--- src/design/psl_defines.vh ---
// Field positions, latch codes and reset values of the serial latch bank
`ifndef PSL_DEFINES_VH
`define PSL_DEFINES_VH

// ----------------------------------------------------------------------
// Input word
// ----------------------------------------------------------------------
`define PSL_WORD_W        24
`define PSL_SEL_HI        1
`define PSL_SEL_LO        0
`define PSL_SEL_CONTROL   2'h0
`define PSL_SEL_REFDIV    2'h1
`define PSL_SEL_FBDIV     2'h2
`define PSL_SEL_TEST      2'h3

// ----------------------------------------------------------------------
// Control latch fields
// ----------------------------------------------------------------------
`define PSL_C_CORE_HI     3
`define PSL_C_CORE_LO     2
`define PSL_C_CNT_RST     4
`define PSL_C_MUX_HI      7
`define PSL_C_MUX_LO      5
`define PSL_C_POLARITY    8
`define PSL_C_TRISTATE    9
`define PSL_C_GAIN        10
`define PSL_C_MUTE        11
`define PSL_C_OPWR_HI     13
`define PSL_C_OPWR_LO     12
`define PSL_C_CUR_A_HI    16
`define PSL_C_CUR_A_LO    14
`define PSL_C_CUR_B_HI    19
`define PSL_C_CUR_B_LO    17
`define PSL_C_PDN_HI      21
`define PSL_C_PDN_LO      20
`define PSL_C_PRE_HI      23
`define PSL_C_PRE_LO      22

// ----------------------------------------------------------------------
// Feedback divider latch fields
// ----------------------------------------------------------------------
`define PSL_N_SWAL_HI     6
`define PSL_N_SWAL_LO     2
`define PSL_N_MAIN_HI     20
`define PSL_N_MAIN_LO     8
`define PSL_N_GAIN        21
`define PSL_N_DIV2        22
`define PSL_N_DIV2_SEL    23

// ----------------------------------------------------------------------
// Reference divider latch fields
// ----------------------------------------------------------------------
`define PSL_R_REF_HI      15
`define PSL_R_REF_LO      2
`define PSL_R_ABL_HI      17
`define PSL_R_ABL_LO      16
`define PSL_R_LOCK_PREC   18
`define PSL_R_TEST_EN     19
`define PSL_R_BSC_HI      21
`define PSL_R_BSC_LO      20

// ----------------------------------------------------------------------
// Prescaler values, limits, lock counts, reset values
// ----------------------------------------------------------------------
`define PSL_PRE_8         6'h08
`define PSL_PRE_16        6'h10
`define PSL_PRE_32        6'h20
`define PSL_MAIN_MIN      13'h0003
`define PSL_REF_MIN       14'h0001
`define PSL_LOCK_FINE     3'h5
`define PSL_LOCK_COARSE   3'h3
`define PSL_CTRL_RST      24'h000000
`define PSL_FB_RST        24'h000000
`define PSL_REF_RST       24'h000000
`define PSL_TOTAL_W       19

`endif

--- src/design/psl_latch_bank.v ---
// Serially loaded configuration latch bank of an integer-N synthesizer
//
// Operation
// Setting A from low current bits
// Mute outputs until lock when enabled
// Gain bit picks setting B else A
// Tri-state bit floats the charge pump
// Polarity bit: 1 positive, 0 negative
// Counter reset bit holds all counters
// Two bits select core power level
// Select 10 feedback, 01 reference latch
// Swallow count is 5 bits, 0..31
// Host writes feedback spare bit zero
// Main count 13 bits, valid 3..8191
// Total divide is P times B plus A
// Gain follows latest write, either latch
// Divide-by-two output enable bit
// Divided output feeds prescaler when set
// Reference divide 14 bits, 1..16383
// Lock after five or three good cycles
// Test latch ignored while test bit clear
// Band-select clock from reference, optional divider
// Host writes reference spare bits zero
// Host writes reference, control, feedback order
// Shift on clock rise, transfer on strobe
// Select 00 writes control latch
// Prescaler bits set prescaler value
// Host shifts words MSB first
`timescale 1ns/1ps
`include "psl_defines.vh"

module psl_latch_bank (
  // Clock and reset
  input  wire        mclk,
  input  wire        rst_b,
  // Three-wire serial link
  input  wire        ser_clk,
  input  wire        ser_data,
  input  wire        word_load_strobe,
  // Loop status from the analog side
  input  wire        ref_count_tick,
  input  wire        phase_err_small,
  // Charge pump
  output wire [2:0]  pump_current_sel,
  output wire        pump_gain,
  output wire        pump_tristate,
  output wire        detector_polarity,
  // Counters
  output wire        counter_reset,
  output wire [5:0]  prescaler_value,
  output wire [4:0]  swallow_count,
  output wire [12:0] main_count,
  output wire        main_count_valid,
  output reg  [18:0] total_divide,
  output wire [13:0] ref_divide,
  output wire        ref_divide_valid,
  output wire [1:0]  backlash_width,
  // Oscillator and output stage
  output wire [1:0]  core_power,
  output wire [1:0]  output_power,
  output wire [1:0]  power_down_mode,
  output wire [2:0]  mux_select,
  output wire        out_div2_en,
  output wire        prescaler_from_div2,
  output wire        rf_output_on,
  // Lock detect and band select
  output wire        lock_detect,
  output wire        band_clk_en,
  // Test latch
  output wire        factory_test_active,
  output wire [23:0] test_word
);

  // --------------------------------------------------------------------
  // Storage
  // --------------------------------------------------------------------
  reg  [23:0] shift_r;
  reg  [23:0] ctrl_r;
  reg  [23:0] fb_r;
  reg  [23:0] ref_r;
  reg  [23:0] test_r;
  reg         gain_r;
  reg         sclk_d_r;
  reg         strobe_d_r;
  reg  [2:0]  good_cnt_r;
  reg         lock_r;
  reg  [3:0]  bsc_cnt_r;
  reg         bsc_en_r;

  wire        sclk_rise;
  wire        strobe_rise;
  wire [1:0]  sel;
  wire [2:0]  lock_target;
  wire [3:0]  bsc_limit;
  wire [1:0]  bsc_code;

  // --------------------------------------------------------------------
  // Link edge detection
  // --------------------------------------------------------------------
  // Link pins arrive synchronous to mclk, so one stage finds each edge
  assign sclk_rise   = ser_clk & ~sclk_d_r;
  assign strobe_rise = word_load_strobe & ~strobe_d_r;

  always @(posedge mclk) begin
    if (!rst_b) begin
      sclk_d_r   <= 1'b0;
      strobe_d_r <= 1'b0;
    end else begin
      sclk_d_r   <= ser_clk;
      strobe_d_r <= word_load_strobe;
    end
  end

  // --------------------------------------------------------------------
  // Input shift register
  // --------------------------------------------------------------------
  // New bits enter at the bottom; the last bit shifted lands in bit 0
  always @(posedge mclk) begin
    if (!rst_b) begin
      shift_r <= 24'h000000;
    end else if (sclk_rise) begin
      shift_r <= {shift_r[`PSL_WORD_W-2:0], ser_data};
    end
  end

  assign sel = shift_r[`PSL_SEL_HI:`PSL_SEL_LO];

  // --------------------------------------------------------------------
  // Latch transfer
  // --------------------------------------------------------------------
  // A clock edge and a strobe edge in one cycle: the strobe takes the
  // word as it stood before that clock edge
  always @(posedge mclk) begin
    if (!rst_b) begin
      ctrl_r <= `PSL_CTRL_RST;
      fb_r   <= `PSL_FB_RST;
      ref_r  <= `PSL_REF_RST;
      test_r <= 24'h000000;
      gain_r <= 1'b0;
    end else if (strobe_rise) begin
      case (sel)
        `PSL_SEL_CONTROL: begin
          ctrl_r <= shift_r;
          gain_r <= shift_r[`PSL_C_GAIN];
        end
        `PSL_SEL_FBDIV: begin
          fb_r   <= shift_r;
          gain_r <= shift_r[`PSL_N_GAIN];
        end
        `PSL_SEL_REFDIV: begin
          ref_r  <= shift_r;
        end
        `PSL_SEL_TEST: begin
          test_r <= shift_r;
        end
        default: begin
          ctrl_r <= ctrl_r;
        end
      endcase
    end
  end

  // --------------------------------------------------------------------
  // Control latch decode
  // --------------------------------------------------------------------
  assign pump_gain         = gain_r;
  assign pump_current_sel  = gain_r ?
                             ctrl_r[`PSL_C_CUR_B_HI:`PSL_C_CUR_B_LO] :
                             ctrl_r[`PSL_C_CUR_A_HI:`PSL_C_CUR_A_LO];

  assign pump_tristate     = ctrl_r[`PSL_C_TRISTATE];
  assign detector_polarity = ctrl_r[`PSL_C_POLARITY];
  assign counter_reset     = ctrl_r[`PSL_C_CNT_RST];
  assign core_power        = ctrl_r[`PSL_C_CORE_HI:`PSL_C_CORE_LO];
  assign output_power      = ctrl_r[`PSL_C_OPWR_HI:`PSL_C_OPWR_LO];
  assign power_down_mode   = ctrl_r[`PSL_C_PDN_HI:`PSL_C_PDN_LO];
  assign mux_select        = ctrl_r[`PSL_C_MUX_HI:`PSL_C_MUX_LO];

  // Prescaler code 11 repeats the largest modulus
  assign prescaler_value =
    (ctrl_r[`PSL_C_PRE_HI:`PSL_C_PRE_LO] == 2'h0) ? `PSL_PRE_8  :
    (ctrl_r[`PSL_C_PRE_HI:`PSL_C_PRE_LO] == 2'h1) ? `PSL_PRE_16 :
                                                    `PSL_PRE_32;

  // --------------------------------------------------------------------
  // Feedback latch decode
  // --------------------------------------------------------------------
  assign swallow_count       = fb_r[`PSL_N_SWAL_HI:`PSL_N_SWAL_LO];
  assign main_count          = fb_r[`PSL_N_MAIN_HI:`PSL_N_MAIN_LO];
  assign main_count_valid    = (main_count >= `PSL_MAIN_MIN);
  assign out_div2_en         = fb_r[`PSL_N_DIV2];
  assign prescaler_from_div2 = fb_r[`PSL_N_DIV2_SEL];

  // Registered so the product path does not reach the outputs directly
  always @(posedge mclk) begin
    if (!rst_b) begin
      total_divide <= 19'h00000;
    end else begin
      total_divide <= {13'h0000, prescaler_value} * {6'h00, main_count}
                    + {14'h0000, swallow_count};
    end
  end

  // --------------------------------------------------------------------
  // Reference latch decode
  // --------------------------------------------------------------------
  assign ref_divide       = ref_r[`PSL_R_REF_HI:`PSL_R_REF_LO];
  assign ref_divide_valid = (ref_divide >= `PSL_REF_MIN);
  assign backlash_width   = ref_r[`PSL_R_ABL_HI:`PSL_R_ABL_LO];
  assign lock_target      = ref_r[`PSL_R_LOCK_PREC] ?
                            `PSL_LOCK_FINE : `PSL_LOCK_COARSE;

  // Test word reaches nothing unless the test bit is set
  assign factory_test_active = ref_r[`PSL_R_TEST_EN];
  assign test_word = factory_test_active ? test_r : 24'h000000;

  // --------------------------------------------------------------------
  // Lock detect
  // --------------------------------------------------------------------
  // One reference cycle with a large error drops lock at once
  always @(posedge mclk) begin
    if (!rst_b || counter_reset) begin
      good_cnt_r <= 3'h0;
      lock_r     <= 1'b0;
    end else if (ref_count_tick) begin
      if (!phase_err_small) begin
        good_cnt_r <= 3'h0;
        lock_r     <= 1'b0;
      end else if (good_cnt_r < lock_target) begin
        good_cnt_r <= good_cnt_r + 3'h1;
        lock_r     <= (good_cnt_r + 3'h1 == lock_target);
      end else begin
        lock_r     <= 1'b1;
      end
    end
  end

  assign lock_detect  = lock_r;
  assign rf_output_on = ~ctrl_r[`PSL_C_MUTE] | lock_r;

  // --------------------------------------------------------------------
  // Band-select clock divider
  // --------------------------------------------------------------------
  // Codes 0..3 divide the reference tick by 1, 2, 4 and 8
  assign bsc_code  = ref_r[`PSL_R_BSC_HI:`PSL_R_BSC_LO];
  assign bsc_limit = (4'h1 << bsc_code) - 4'h1;

  always @(posedge mclk) begin
    if (!rst_b || counter_reset) begin
      bsc_cnt_r <= 4'h0;
      bsc_en_r  <= 1'b0;
    end else if (ref_count_tick) begin
      if (bsc_cnt_r >= bsc_limit) begin
        bsc_cnt_r <= 4'h0;
        bsc_en_r  <= 1'b1;
      end else begin
        bsc_cnt_r <= bsc_cnt_r + 4'h1;
        bsc_en_r  <= 1'b0;
      end
    end else begin
      bsc_en_r <= 1'b0;
    end
  end

  assign band_clk_en = bsc_en_r;

endmodule

--- config.mk ---
export PLATFORM = sky130hd
export DESIGN_NAME = psl_latch_bank
export DESIGN_NICKNAME = d
export VERILOG_FILES = /design/src/design/psl_latch_bank.v
export VERILOG_INCLUDE_DIRS = /design/src /design/src/design
export SDC_FILE = /design/constraint.sdc
export NUM_CORES = 1
export LEC_CHECK = 0
export BUFFER_PORTS_ARGS = -buffer_cell sky130_fd_sc_hd__buf_2
export CORE_MARGIN = 3
export CORE_UTILIZATION = 25
export DETAILED_ROUTE_END_ITERATION = 7
export PLACE_DENSITY = 0.42
export SLEW_MARGIN = 20
export SYNTH_ARGS = -nofsm -noshare
export SYNTH_HDL_FRONTEND = slang
export SYNTH_SLANG_ARGS = --single-unit
export TNS_END_PERCENT = 50
--- constraint.sdc ---
create_clock -name mclk -period 4.6 [get_ports mclk]
set_input_delay 0.46 -clock mclk [delete_from_list [all_inputs] [get_ports mclk]]
set_output_delay 0.46 -clock mclk [all_outputs]
set_load 0.05 [all_outputs]
======== After elaboration in Yosys (flattened, before gate mapping) ========
Cells that the tools add are included.
storage, ports and cells
  register bits ........................... 149
  bits of input ports ..................... 7
  output and inout bits ................... 107
  word-level logic and storage cells ...... 60
operators by class
  $add $sub $neg .......................... 4
  $mul .................................... 1
  magnitude comparators ................... 4
  eq/ne operators ......................... 6
  shifts and indexed selects .............. 1
  multiplexer cells ....................... 12
  bitwise gates (word level) .............. 7
  reductions and logical operators ........ 12
operator list
  kind                                                                 number
  2-to-1 mux 24 bit                                                    1
  adder 19 x 5 -> 19 bit                                               1
  multiplier 6 x 13 -> 19 bit                                          1
  greater-or-equal comparator 14 x 1 -> 1 bit (second input constant)  1
  greater-or-equal comparator 13 x 2 -> 1 bit (second input constant)  1
  2-to-1 mux 3 bit                                                     4
  2-to-1 mux 6 bit                                                     2
  AND reduction 2 bit                                                  6
  adder 4 x 1 -> 4 bit (second input constant)                         1
  == test 2 x 1 -> 1 bit (second input constant)                       2
  == test 2 bit (second input constant)                                2
  greater-or-equal comparator 4 bit                                    1
  logical NOT 2 bit                                                    2
  2-to-1 mux 4 bit                                                     1
  inverter 1 bit                                                       4
  left shift 1 x 2 -> 4 bit (first input constant)                     1
  subtractor 4 x 1 -> 4 bit (second input constant)                    1
  adder 3 x 1 -> 3 bit (second input constant)                         1
  == test 3 bit                                                        1
  < comparator 3 bit                                                   1
  2-to-1 mux 1 bit                                                     3
  AND 1 bit                                                            2
  inequality test 2 x 1 -> 1 bit (second input constant)               1
  one-hot mux 1 bit (2 select lines)                                   1
  other kinds (5)                                                      5

======== Longest topological paths before layout ========
Gate-level depths: netlist of the first run.
  depth in word-level cells ............... 5
  gate-level depth with buffers ........... 15
  depth with buffers taken out ............ 14

======== Worst setup path after synthesis of the first run ========
Ideal clock, no wire load.
  path kind ............................... flip-flop to flip-flop
  start point ............................. reg ctrl_r[23]
  end point ............................... reg total_divide[18]
  setup time .............................. 121 ps
  arrival time ............................ 4071 ps
  required time ........................... 4479 ps
  path slack .............................. 408 ps
  stages on the path, launching flop included .. 16
  buffers on the path ..................... 2
  clock period less this slack ............ 4192 ps
  path through ............................ dfxtp_1 nor2b_1 clkbuf_1 nand2_1 fa_1 inv_1 ha_1 ha_1 ha_1 ha_1 buf_4 a21oi_4 nor3b_1 o31ai_1 o221ai_2 mux2_4
between the ends
  longest elaborated chain between the ends .. 5
  elaborated cells on any way between the ends .. 6
  classes of those cells .................. add/sub (1); mul (1); eq/ne (1); mux (2); reduce/logical (1)
RTL lines
  what                             line                  source
  start: declaration               psl_latch_bank.v:78   reg [23:0] ctrl_r;
  start signal: assignment         psl_latch_bank.v:135  ctrl_r <= `PSL_CTRL_RST;
  start signal: assignment         psl_latch_bank.v:143  ctrl_r <= shift_r;
  start signal: assignment         psl_latch_bank.v:157  ctrl_r <= ctrl_r;
  == test 2 x 1 -> 1 bit           psl_latch_bank.v:182  (ctrl_r[`PSL_C_PRE_HI:`PSL_C_PRE_LO] == 2'h1) ? `PSL_PRE_16 :
  2-to-1 mux 6 bit (no line)       -
  2-to-1 mux 6 bit (no line) (*)   -
  named net prescaler_value[4]     psl_latch_bank.v:50   output wire [5:0] prescaler_value,
  multiplier 6 x 13 -> 19 bit (*)  psl_latch_bank.v:199  total_divide <= {13'h0000, prescaler_value} * {6'h00, main_count}
  adder 19 x 5 -> 19 bit (*)       psl_latch_bank.v:200  + {14'h0000, swallow_count};
  end signal: assignment           psl_latch_bank.v:199
  end: declaration                 psl_latch_bank.v:54   output reg [18:0] total_divide,
The timed path passes the listed nets; every way through them passes the cells marked *.
A chain may end at the register's enable or synchronous reset.

======== Worst setup path in the final report of the first run ========
  start point ............................. reg ctrl_r[23]
  end point ............................... reg total_divide[17]
between the ends
  longest elaborated chain between the ends .. 5
  elaborated cells on any way between the ends .. 6
  classes of those cells .................. add/sub (1); mul (1); eq/ne (1); mux (2); reduce/logical (1)
RTL lines
  what                             line
  == test 2 x 1 -> 1 bit           psl_latch_bank.v:182
  2-to-1 mux 6 bit (no line)       -
  2-to-1 mux 6 bit (no line) (*)   -
  multiplier 6 x 13 -> 19 bit (*)  psl_latch_bank.v:199
  adder 19 x 5 -> 19 bit (*)       psl_latch_bank.v:200
Every way passes the cells marked *; elsewhere a longest branch is shown, timed or not.

==> results of run 1 <==
worst register-to-register path: stages, from the launching register on:
cell and delay (ps):
dfxtp_1 620, nor2b_1 100, buf_4 200, and2_1 180, fa_1 460, ha_1 310
ha_1 300, ha_1 290, ha_1 390, a21o_2 220, a21oi_1 230, a21oi_2 150
a211oi_2 270, mux2i_1 210
cell families (layout without fill, tap and decap cells):
group | Yosys count | count (layout) | share of synthesized area, %
adder cells (fa/ha/maj) | 70 | 70 | 13.9
XOR/XNOR | 14 | 14 | 1.76
AO/OA/AOI/OAI | 150 | 150 | 12.2
buffers and inverters | 102 | 174 | 7.15
flip-flops | 140 | 140 | 40.1
multiplexers | 7 | 7 | 1.13
AND/OR/NAND/NOR | 376 | 376 | 23.6
other | 1 | 4 | 0.0537
sequential cells by signal (all words and copies together), names as in the netlist, 3 cells and up:
signal	cells
test_r	24
ctrl_r	21
total_divide	19
good_cnt_r	3
ref_r	20
bsc_cnt_r	4
shift_r	24
fb_r	20
per-layer routing:
metal,part of all wire (%),up-vias,global-route usage (%)
li1,-,2906,-
met1,51,2627,17.4
met2,45,79,20.1
met3,2.9,8,2.85
met4,0.76,0,2.84
met5,0,-,0
layout make-up:
cell class | instances | area, µm²
tap | 372 | 465
sequential | 140 | 2800
timing repair buffer | 115 | 588
fill | 3016 | 18900
clock inverter | 15 | 211
multi-input combinational | 620 | 3690
antenna | 1 | 2.50
inverter | 27 | 103
clock buffer | 17 | 425
cell usage in the layout, fill, tap and decap left out, types with 4 or more instances in the layout:
cell type / n
a21oi_1: 119
inv_1: 26
xor2_1: 7
buf_2: 110
dfxtp_1: 140
fa_1: 13
clkinv_4: 5
a21o_1: 6
bufinv_16: 4
nor4_1: 5
ha_1: 57
nand4_1: 9
buf_4: 5
nand2_1: 250
nor2_1: 31
nor3_1: 4
xnor2_1: 7
nand2b_1: 8
o21ai_0: 5
clkbuf_16: 17
and2_1: 53
metrics by stage:
step | worst slack, ps | power, mW | std cells | hold slack [ps]
2_1_floorplan | 408 | 1.31 | 862 | 432
3_3_place_gp | 671 | 1.33 | 1274 | 438
3_5_place_dp | 626 | 1.33 | 1274 | 442
4_1_cts | 622 | 2.85 | 1306 | 259
5_1_grt | 386 | 2.90 | 1306 | 270
6_report | 621 | 2.80 | 1307 | 281
worst paths after layout:
check | cells after the start | startpoint | slack (ps) | end
hold reg to reg | 2 | test_r[18] | 450 | test_r[18]
setup / recovery | 13 | ctrl_r[23] | 620 | total_divide[17]
setup reg to reg | 13 | ctrl_r[23] | 620 | total_divide[17]
hold / removal | 2 | ser_clk | 280 | sclk_d_r
where the power goes:
part / switching (mW) / leakage [nW] / internal (mW)
clock: 0.578 / 0.314 / 0.919
sequential: 0.00435 / 1.13 / 1.22
combinational: 0.0669 / 2.22 / 0.0144
total: 0.649 / 3.66 / 2.15
==> results by group, run 1 <==
Timing
  • Final worst clock skew: roughly 9.5 ps
  • Final setup fails: 0
  • Minimum clock period: 3980 ps
  • RSZ-0062 raised after global routing: false
  • Slew at the pin closest to its max-slew limit: 1050 ps
  • Final TNS setup: 0 ps
  • Slew HR: 30.3%
  • Fmax: 251 MHz
  • Slew Viols, Final: 0
  • Final Hold Viols: 0
  • Period Utilization, post-route: 86.5%

Place
  • GP Congestion: 0.751
  • IO Port Bufs: 110
  • DP HPWL: approximately 13,000 µm
  • Dpl cell area: 7650 µm²

Run status
  • Outcome: complete, no violations

Floorplan
  • Core ar.: 27,200 µm²
  • Die W: 173 µm
  • Ports: approximately 110
  • Initial cell density of the core: 25.7%
  • Die extent in y: between 150 and 200 µm
  • Die area: 30,000 µm²
  • # rows: 60

Finish
  • Post-layout nets: 998
  • Share of cells above drive strength 1: 17.6%
  • Final Instance Area: 8290 µm²
  • Area delta synth->final: 18.7%
  • Final Core Density: 30.5%

Yosys
  • Leading area contributor after synthesis: dfxtp_1
  • Most common cell in the netlist: nand2_1
  • Distinct cells, synth: 50
  • Synth cell count leaders: 250 x nand2_1, 140 x dfxtp_1, 119 x a21oi_1
  • Share of the synthesized area in the top cell type: about two fifths
  • Dominant synthesized flop cell: dfxtp_1
  • FFs w/ async S/R, synth: 0%
  • Register area share after synthesis: 40.1%
  • Syn_area_per_cell: 8.12 µm²
  • Post-synth EDFFs: 0
  • Synthesized instance count: 860
  • Ranking of synthesized cells by area: dfxtp_1 40%, nand2_1 13%, ha_1 10%, a21oi_1 8.5%, and2_1 4.7%
  • Synth Warn #: 0
  • #FFs+latches synth: 140
  • Post-Syn Area: 6980 µm²

Clocking
  • CTS buffer count: 17
  • Clock transition at path regs: ~60 ps
  • Worst-skew pair later-pin latency: between 400 and 500 ps
  • CTS tree: yes
  • Worst-case clock buffer depth: 2
  • Post-CTS Setup Inserts: 0
  • PostCTS Resize Cnt: 0
  • Root buffer cell: clkbuf_16
  • Hold-fix buffers at CTS: 0
  • H-tree depth: 4
  • CTS sink cnt: 140

Detailed routing
  • Detail Route Antenna Nets: 0
  • Total Routed Length: 19,100 µm
  • Via/cell ratio: 4.30
  • DR vias: approximately 5,600
  • Mean routed wirelength per cell: 14.6 µm
  • Detailed Route Iter0 Violations: 317
  • DRC Markers: 0
  • DRT Pass-1 Iters: 4

Worst setup path
  • Critical path, cell by cell: nor2b_1 -> buf_4 -> and2_1 -> fa_1 -> ha_1 -> ha_1 -> ha_1 -> ha_1 -> a21o_2 -> a21oi_1 -> a21oi_2 -> a211oi_2 -> mux2i_1
  • Crit path max-delay family: adder cells
  • Critical Path AT: 4320 ps
  • Worst setup EP type: flip-flop
  • Crit path buffers/inverters: 1
  • Slowest CP cell: dfxtp_1
  • Top cell by count, worst path: ha_1
  • CP Launch Type: flip-flop
  • Worst Path Class, Setup: flip-flop to flip-flop
  • Worst EP required: 4950 ps
  • CP peak stage delay: 620 ps
  • Crit path max fanout: 17

Power
  • Leakage power total: 3.66 nW
  • Power Density: 338 nW/µm²
  • VDD IR-drop max: 0.231 mV

Hold path
  • Class of the worst hold path: primary input to flip-flop

GRT
  • Largest net degree at the start of global routing: 83
  • Gr usage total: 12.6%
  • First-pass GRT wire length: between 30,000 and 40,000 µm
  • Vias in the first global route: 5,467
  • Initial antenna violation count: 0
  • GRT Residual Overflow: 0

Job
  • Max-cap violations: 0
Power figures use the tool's default switching activity.
==> inputs of run 2 (changes only) <==
==> constraint.sdc (replaced) <==
create_clock -name mclk -period 4.6 [get_ports mclk]
set_input_delay 0.23 -clock mclk [delete_from_list [all_inputs] [get_ports mclk]]
set_output_delay 0.23 -clock mclk [all_outputs]
set_load 0.05 [all_outputs]
==> run 2 against run 1 <==
  * Routed wire length up 0.29%
  * Worst setup slack better by 4.9 ps
  * Combinational power about the same
  * Global-route usage up 0.058 points
  * Worst hold slack worse by 230 ps
  * Die area unchanged
  * Cell count about the same
==> results by group, run 2 (same netlist as run 1, synthesis figures left out) <==
Run status
  • Outcome: complete, no violations

Clocking
  • CTS buffer count: 17
  • H-tree depth: 4
  • PostCTS Resize Cnt: 0
  • Hold-fix buffers at CTS: 0
  • CTS sink cnt: between 100 and 150
  • Worst-skew pair later-pin latency: 420 ps
  • Worst-case clock buffer depth: 2
  • Root buffer cell: clkbuf_16
  • Clock transition at path regs: about 70 ps
  • CTS tree: yes
  • Post-CTS Setup Inserts: 0

Detailed routing
  • Total Routed Length: about 19,000 µm
  • Mean routed wirelength per cell: 14.6 µm
  • Detail Route Antenna Nets: 0
  • DRT Pass-1 Iters: 6
  • DRC Markers: 0
  • Detailed Route Iter0 Violations: 324
  • Via/cell ratio: 4.34
  • DR vias: 5,666

Finish
  • Largest regs: shift_r (24), test_r (24), ctrl_r (21)
  • Commonest cells after routing, fill and taps aside: 250 x nand2_1, 140 x dfxtp_1, 119 x a21oi_1
  • Most common cell after layout, fill and taps aside: nand2_1
  • Area delta synth->final: 18.2%
  • Post-layout nets: 998
  • Share of cells above drive strength 1: 17.6%
  • N_diodes: 0

Worst setup path
  • CP peak stage delay: between 600 and 700 ps
  • R2R setup slack: 630 ps
  • Worst r2r dst: total_divide[18]
  • Worst Path Class, Setup: flip-flop to flip-flop
  • Reg-to-reg startpoint: ctrl_r[23]
  • Slowest CP cell: dfxtp_1
  • Worst EP required: between 4000 and 5000 ps
  • Crit. path cell count: 13
  • Crit path launch: ctrl_r[23]
  • Crit path buffers/inverters: 1
  • Crit path max fanout: 17
  • Crit path max-delay family: adder cells
  • Critical path, cell by cell: nor2b_1 -> buf_4 -> and2_1 -> fa_1 -> ha_1 -> ha_1 -> ha_1 -> ha_1 -> a21oi_2 -> o221a_2 -> nand2_1 -> o221ai_2 -> mux2_4
  • CP Launch Type: flip-flop
  • Crit path capture: total_divide[18]
  • Reg2Reg Depth: 13
  • Worst setup EP type: flip-flop
  • Top cell by count, worst path: ha_1
  • Critical Path AT: between 4000 and 5000 ps

Floorplan
  • Die extent in y: 173 µm
  • Die area: 30,000 µm²
  • # rows: 60
  • Die W: 173 µm
  • Ports: 114
  • Initial cell density of the core: 25.7%
  • Core ar.: 27,200 µm²

Power
  • Final Power: about 2.7 mW
  • VDD IR-drop max: 0.210 mV
  • Leakage power total: 3.64 nW
  • Power Density: 328 nW/µm²

Hold path
  • Hold_sp: ser_clk
  • Worst hold path cell count: 2
  • Class of the worst hold path: primary input to flip-flop

GRT
  • Vias in the first global route: 5,426
  • First-pass GRT wire length: 30,500 µm
  • GRT Residual Overflow: 0
  • Gr usage total: 12.7%
  • Initial antenna violation count: 0
  • Largest net degree at the start of global routing: 83

Timing
  • Minimum clock period: 3970 ps
  • Fmax: 252 MHz
  • Slew Viols, Final: 0
  • Final setup fails: 0
  • Final worst clock skew: around 12 ps
  • Period Utilization, post-route: 86.4%
  • RSZ-0062 raised after global routing: false
  • Slew HR: 28.7%
  • Final TNS setup: 0 ps
  • PnR worst setup slack: 626 ps
  • Final Hold Viols: 0
  • Hold Worst Slack: 49.5 ps
  • Slew at the pin closest to its max-slew limit: between 1000 and 1500 ps

Place
  • Pre-CTS WS: 603 ps
  • GP Congestion: ~0.75
  • IO Port Bufs: 110
  • DP HPWL: 13,400 µm

Job
  • Max-cap violations: 0
-- run 2: worst min-delay path by stage --
stage	endpoint	slack, ps
3_5_place_dp	test_r[23]	440
4_1_cts	sclk_d_r	30
2_1_floorplan	sclk_d_r	360
3_3_place_gp	test_r[11]	440
5_1_grt	sclk_d_r	40
6_report	sclk_d_r	50
-- run 2: cell type report --
type / count / area, µm²
Timing Repair Buffer: 115 / 588
Inverter: 27 / 103
Fill cell: 2988 / 18900
Clock inverter: 15 / 175
Clock buffer: 17 / 425
Multi-Input combinational cell: 620 / 3690
Sequential cell: 140 / 2800
Tap cell: 372 / 465
-- run 2: metrics by stage --
step	area (µm²)	util [%]	cells
after floorplan	6990	-	862
after global placement	7650	28.1	1274
after detailed placement	7650	28.1	1274
after CTS	8250	30.4	1306
after global routing	8250	30.4	1306
final	8250	30.4	1306
-- run 2: routing by layer --
| layer | routed length [µm] | GRT usage [%] |
|---|---|---|
| met1 | 9540 | 17.5 |
| met2 | 8750 | 20.0 |
| met3 | 707 | 2.99 |
| met4 | 123 | 2.84 |
| met5 | 0 | 0 |
-- run 2: power breakdown --
part / internal [mW] / total, mW / switching [mW]
Sequential: 1.22 / 1.22 / 0.00426
Combinational: 0.0143 / 0.0813 / 0.0670
Clock: 0.777 / 1.40 / 0.628
==> inputs of run 3 (changes only) <==
--- a/config.mk
+++ b/config.mk
@@ -6,11 +6,12 @@
 export SDC_FILE = /design/constraint.sdc
 export NUM_CORES = 1
 export LEC_CHECK = 0
+export ABC_AREA = 1
 export BUFFER_PORTS_ARGS = -buffer_cell sky130_fd_sc_hd__buf_2
 export CORE_MARGIN = 3
-export CORE_UTILIZATION = 25
+export CORE_UTILIZATION = 50
 export DETAILED_ROUTE_END_ITERATION = 7
-export PLACE_DENSITY = 0.42
+export PLACE_DENSITY = 0.72
 export SLEW_MARGIN = 20
 export SYNTH_ARGS = -nofsm -noshare
 export SYNTH_HDL_FRONTEND = slang
==> run 3 against run 2 <==
  * Sequential power increased by 9%
  * Area after synthesis grew 1.3%
  * Worst setup slack improved by 230 ps
  * Sequential share of layout area rose by 0.62 points
  * Maximum frequency is 6.2% higher
  * Critical endpoint unchanged
  * Power up 18%
  * Largest cell class unchanged
  * Highest routed layer unchanged
  * Worst hold slack lost 20 ps
  * Clock skew down 2.5 ps
  * Combinational power grew to 5.1 times the previous value
==> results by group, run 3 <==
Run status
  • Outcome: complete, no violations

Detailed routing
  • DR vias: 6,050
  • Detail Route Antenna Nets: 0
  • Via/cell ratio: 4.98
  • Detailed Route Iter0 Violations: 386
  • DRT Pass-1 Iters: 5
  • DRC Markers: 0
  • Total Routed Length: 15,800 µm
  • Mean routed wirelength per cell: roughly 13 µm

Place
  • Pre-CTS WS: a little over 900 ps
  • Placed instance count: 1,182
  • Dpl cell area: 7470 µm²
  • DP HPWL: 11,100 µm
  • GP Congestion: 0.866
  • IO Port Bufs: 110

Timing
  • Minimum clock period: around 3700 ps
  • Fmax: 267 MHz
  • Period Utilization, post-route: 81.3%
  • PnR worst setup slack: 860 ps
  • Final worst clock skew: between 9 and 10 ps
  • Final Hold Viols: 0
  • Final setup fails: 0
  • Hold Worst Slack: a little under 30 ps
  • Slew HR: 39.0%
  • Final TNS setup: 0 ps
  • RSZ-0062 raised after global routing: false
  • Slew Viols, Final: 0
  • Slew at the pin closest to its max-slew limit: 914 ps

Yosys
  • Ranking of synthesized cells by area: dfxtp_1 40%, nor2_1 12%, ha_1 10%, o21ai_0 8.3%, nand2_1 7.3%
  • FFs w/ async S/R, synth: 0%
  • Register area share after synthesis: slightly below 40%
  • Post-synth EDFFs: 0
  • Synth Warn #: 0
  • Dominant synthesized flop cell: dfxtp_1
  • Post-Syn Area: 7070 µm²
  • Syn_area_per_cell: 7.38 µm²
  • Share of the synthesized area in the top cell type: 39.6%
  • Most common cell in the netlist: nor2_1
  • Distinct cells, synth: 32
  • #FFs+latches synth: 140
  • Synthesized instance count: 959
  • Leading area contributor after synthesis: dfxtp_1
  • Synth cell count leaders: 224 x nor2_1, 140 x dfxtp_1, 138 x nand2_1

Power
  • Sequential Power Share: 41.9%
  • Sw frac: between 20 and 30%
  • Clk network pwr share: a little under half
  • Final Power: 3.18 mW
  • VDD IR-drop max: around 0.28 mV
  • Sw power: 0.885 mW
  • Power Density: 393 nW/µm²
  • Leakage power total: 4.39 nW
  • Cell Int Power: roughly 2.3 mW
  • Combinational Power Share: 13.0%

Worst setup path
  • Crit path buffers/inverters: 2
  • Worst Path Class, Setup: flip-flop to flip-flop
  • CP Launch Type: flip-flop
  • Top cell by count, worst path: nor2_1
  • Critical path, cell by cell: nor2_2 -> inv_1 -> nor2_1 -> fa_1 -> ha_1 -> ha_1 -> ha_1 -> ha_1 -> nand2_1 -> nor2_1 -> and2_1 -> nand2_1 -> inv_1 -> nor2_1 -> nor2_1 -> nor2_1
  • Worst setup EP type: flip-flop
  • Slowest CP cell: dfxtp_1
  • Critical Path AT: between 4000 and 5000 ps
  • CP peak stage delay: 500 ps
  • Crit path max-delay family: adder cells
  • Worst EP required: 4910 ps
  • Crit path max fanout: 17

Clocking
  • CTS buffer count: 17
  • PostCTS Resize Cnt: 0
  • Hold-fix buffers at CTS: 1
  • CTS tree: yes
  • Post-CTS Setup Inserts: 0
  • CTS sink cnt: 140
  • Clock transition at path regs: approximately 60 ps
  • Root buffer cell: clkbuf_16
  • Worst-skew pair later-pin latency: around 420 ps
  • H-tree depth: 4
  • Worst-case clock buffer depth: 2

Finish
  • Share of cells above drive strength 1: 14.6%
  • Largest regs: shift_r (24), test_r (24), ctrl_r (21)
  • Post-route insts no fill: 1,215
  • Final Core Density: between 50% and 60%
  • Most common cell after layout, fill and taps aside: nor2_1
  • N_diodes: 0
  • Final Instance Area: 8100 µm²
  • Commonest cells after routing, fill and taps aside: 224 x nor2_1, 140 x dfxtp_1, 138 x nand2_1
  • Area delta synth->final: 14.5%
  • Post-layout nets: 1,103

GRT
  • Initial antenna violation count: 0
  • GRT Residual Overflow: 0
  • Vias in the first global route: ~5,500
  • Largest net degree at the start of global routing: 71
  • Gr usage total: between 20% and 30%
  • First-pass GRT wire length: 26,300 µm

Floorplan
  • Ports: 114
  • Die W: 125 µm
  • Die extent in y: 125 µm
  • # rows: 42
  • Die area: about 16,000 µm²
  • Initial cell density of the core: 52.2%
  • Core ar.: 13,600 µm²

Hold path
  • Class of the worst hold path: primary input to flip-flop

Job
  • Max-cap violations: 0
-- run 3: power groups by stage --
stage | Clock [mW] | Sequential (mW) | Combinational [mW]
2_1_floorplan | 0 | 1.39 | 0.298
3_5_place_dp | 0 | 1.36 | 0.413
3_3_place_gp | 0 | 1.36 | 0.409
6_report | 1.44 | 1.33 | 0.414
5_1_grt | 1.52 | 1.34 | 0.457
4_1_cts | 1.46 | 1.33 | 0.416
-- run 3: worst min-delay path: stages --
cell	delay, ps
buf_2	100
nand2_1	50
inv_1	40
-- run 3: final cells by class --
type	instances	area [µm²]
flip-flops and latches	140	2800
fillers	1307	5460
well taps	176	220
repair buffers	113	576
inverters	115	432
multi-input cells	639	3450
clock inverters	10	164
clock buffers	22	454
-- run 3: logic make-up after synthesis --
family | share of synthesized area (%)
mux | 0.142
compound gates | 11.9
fa+ha+maj | 13.8
flops | 39.6
xor+xnor | 0.619
other cells | 0.0530
buf+inv | 11.7
simple gates | 22.3
-- run 3: metal layers --
metal | routed length [µm] | share of wire, % | GRT usage, % | vias to the layer above
met4 | 168 | 1.1 | 6.12 | 0
li1 | - | - | - | 3119
met5 | 0 | 0 | 0 | -
met1 | 7610 | 48 | 28.0 | 2760
met3 | 977 | 6.2 | 5.46 | 18
met2 | 7050 | 45 | 31.1 | 153
-- run 3: final timing paths --
| kind | startpoint | end | slack [ps] | cells after the start |
|---|---|---|---|---|
| worst min-delay path | word_load_strobe | strobe_d_r | 30 | 3 |
| worst max register to register | ctrl_r[23] | total_divide[18] | 860 | 16 |
| worst max-delay path | ctrl_r[23] | total_divide[18] | 860 | 16 |
| worst min register to register | fb_r[3] | total_divide[1] | 450 | 2 |
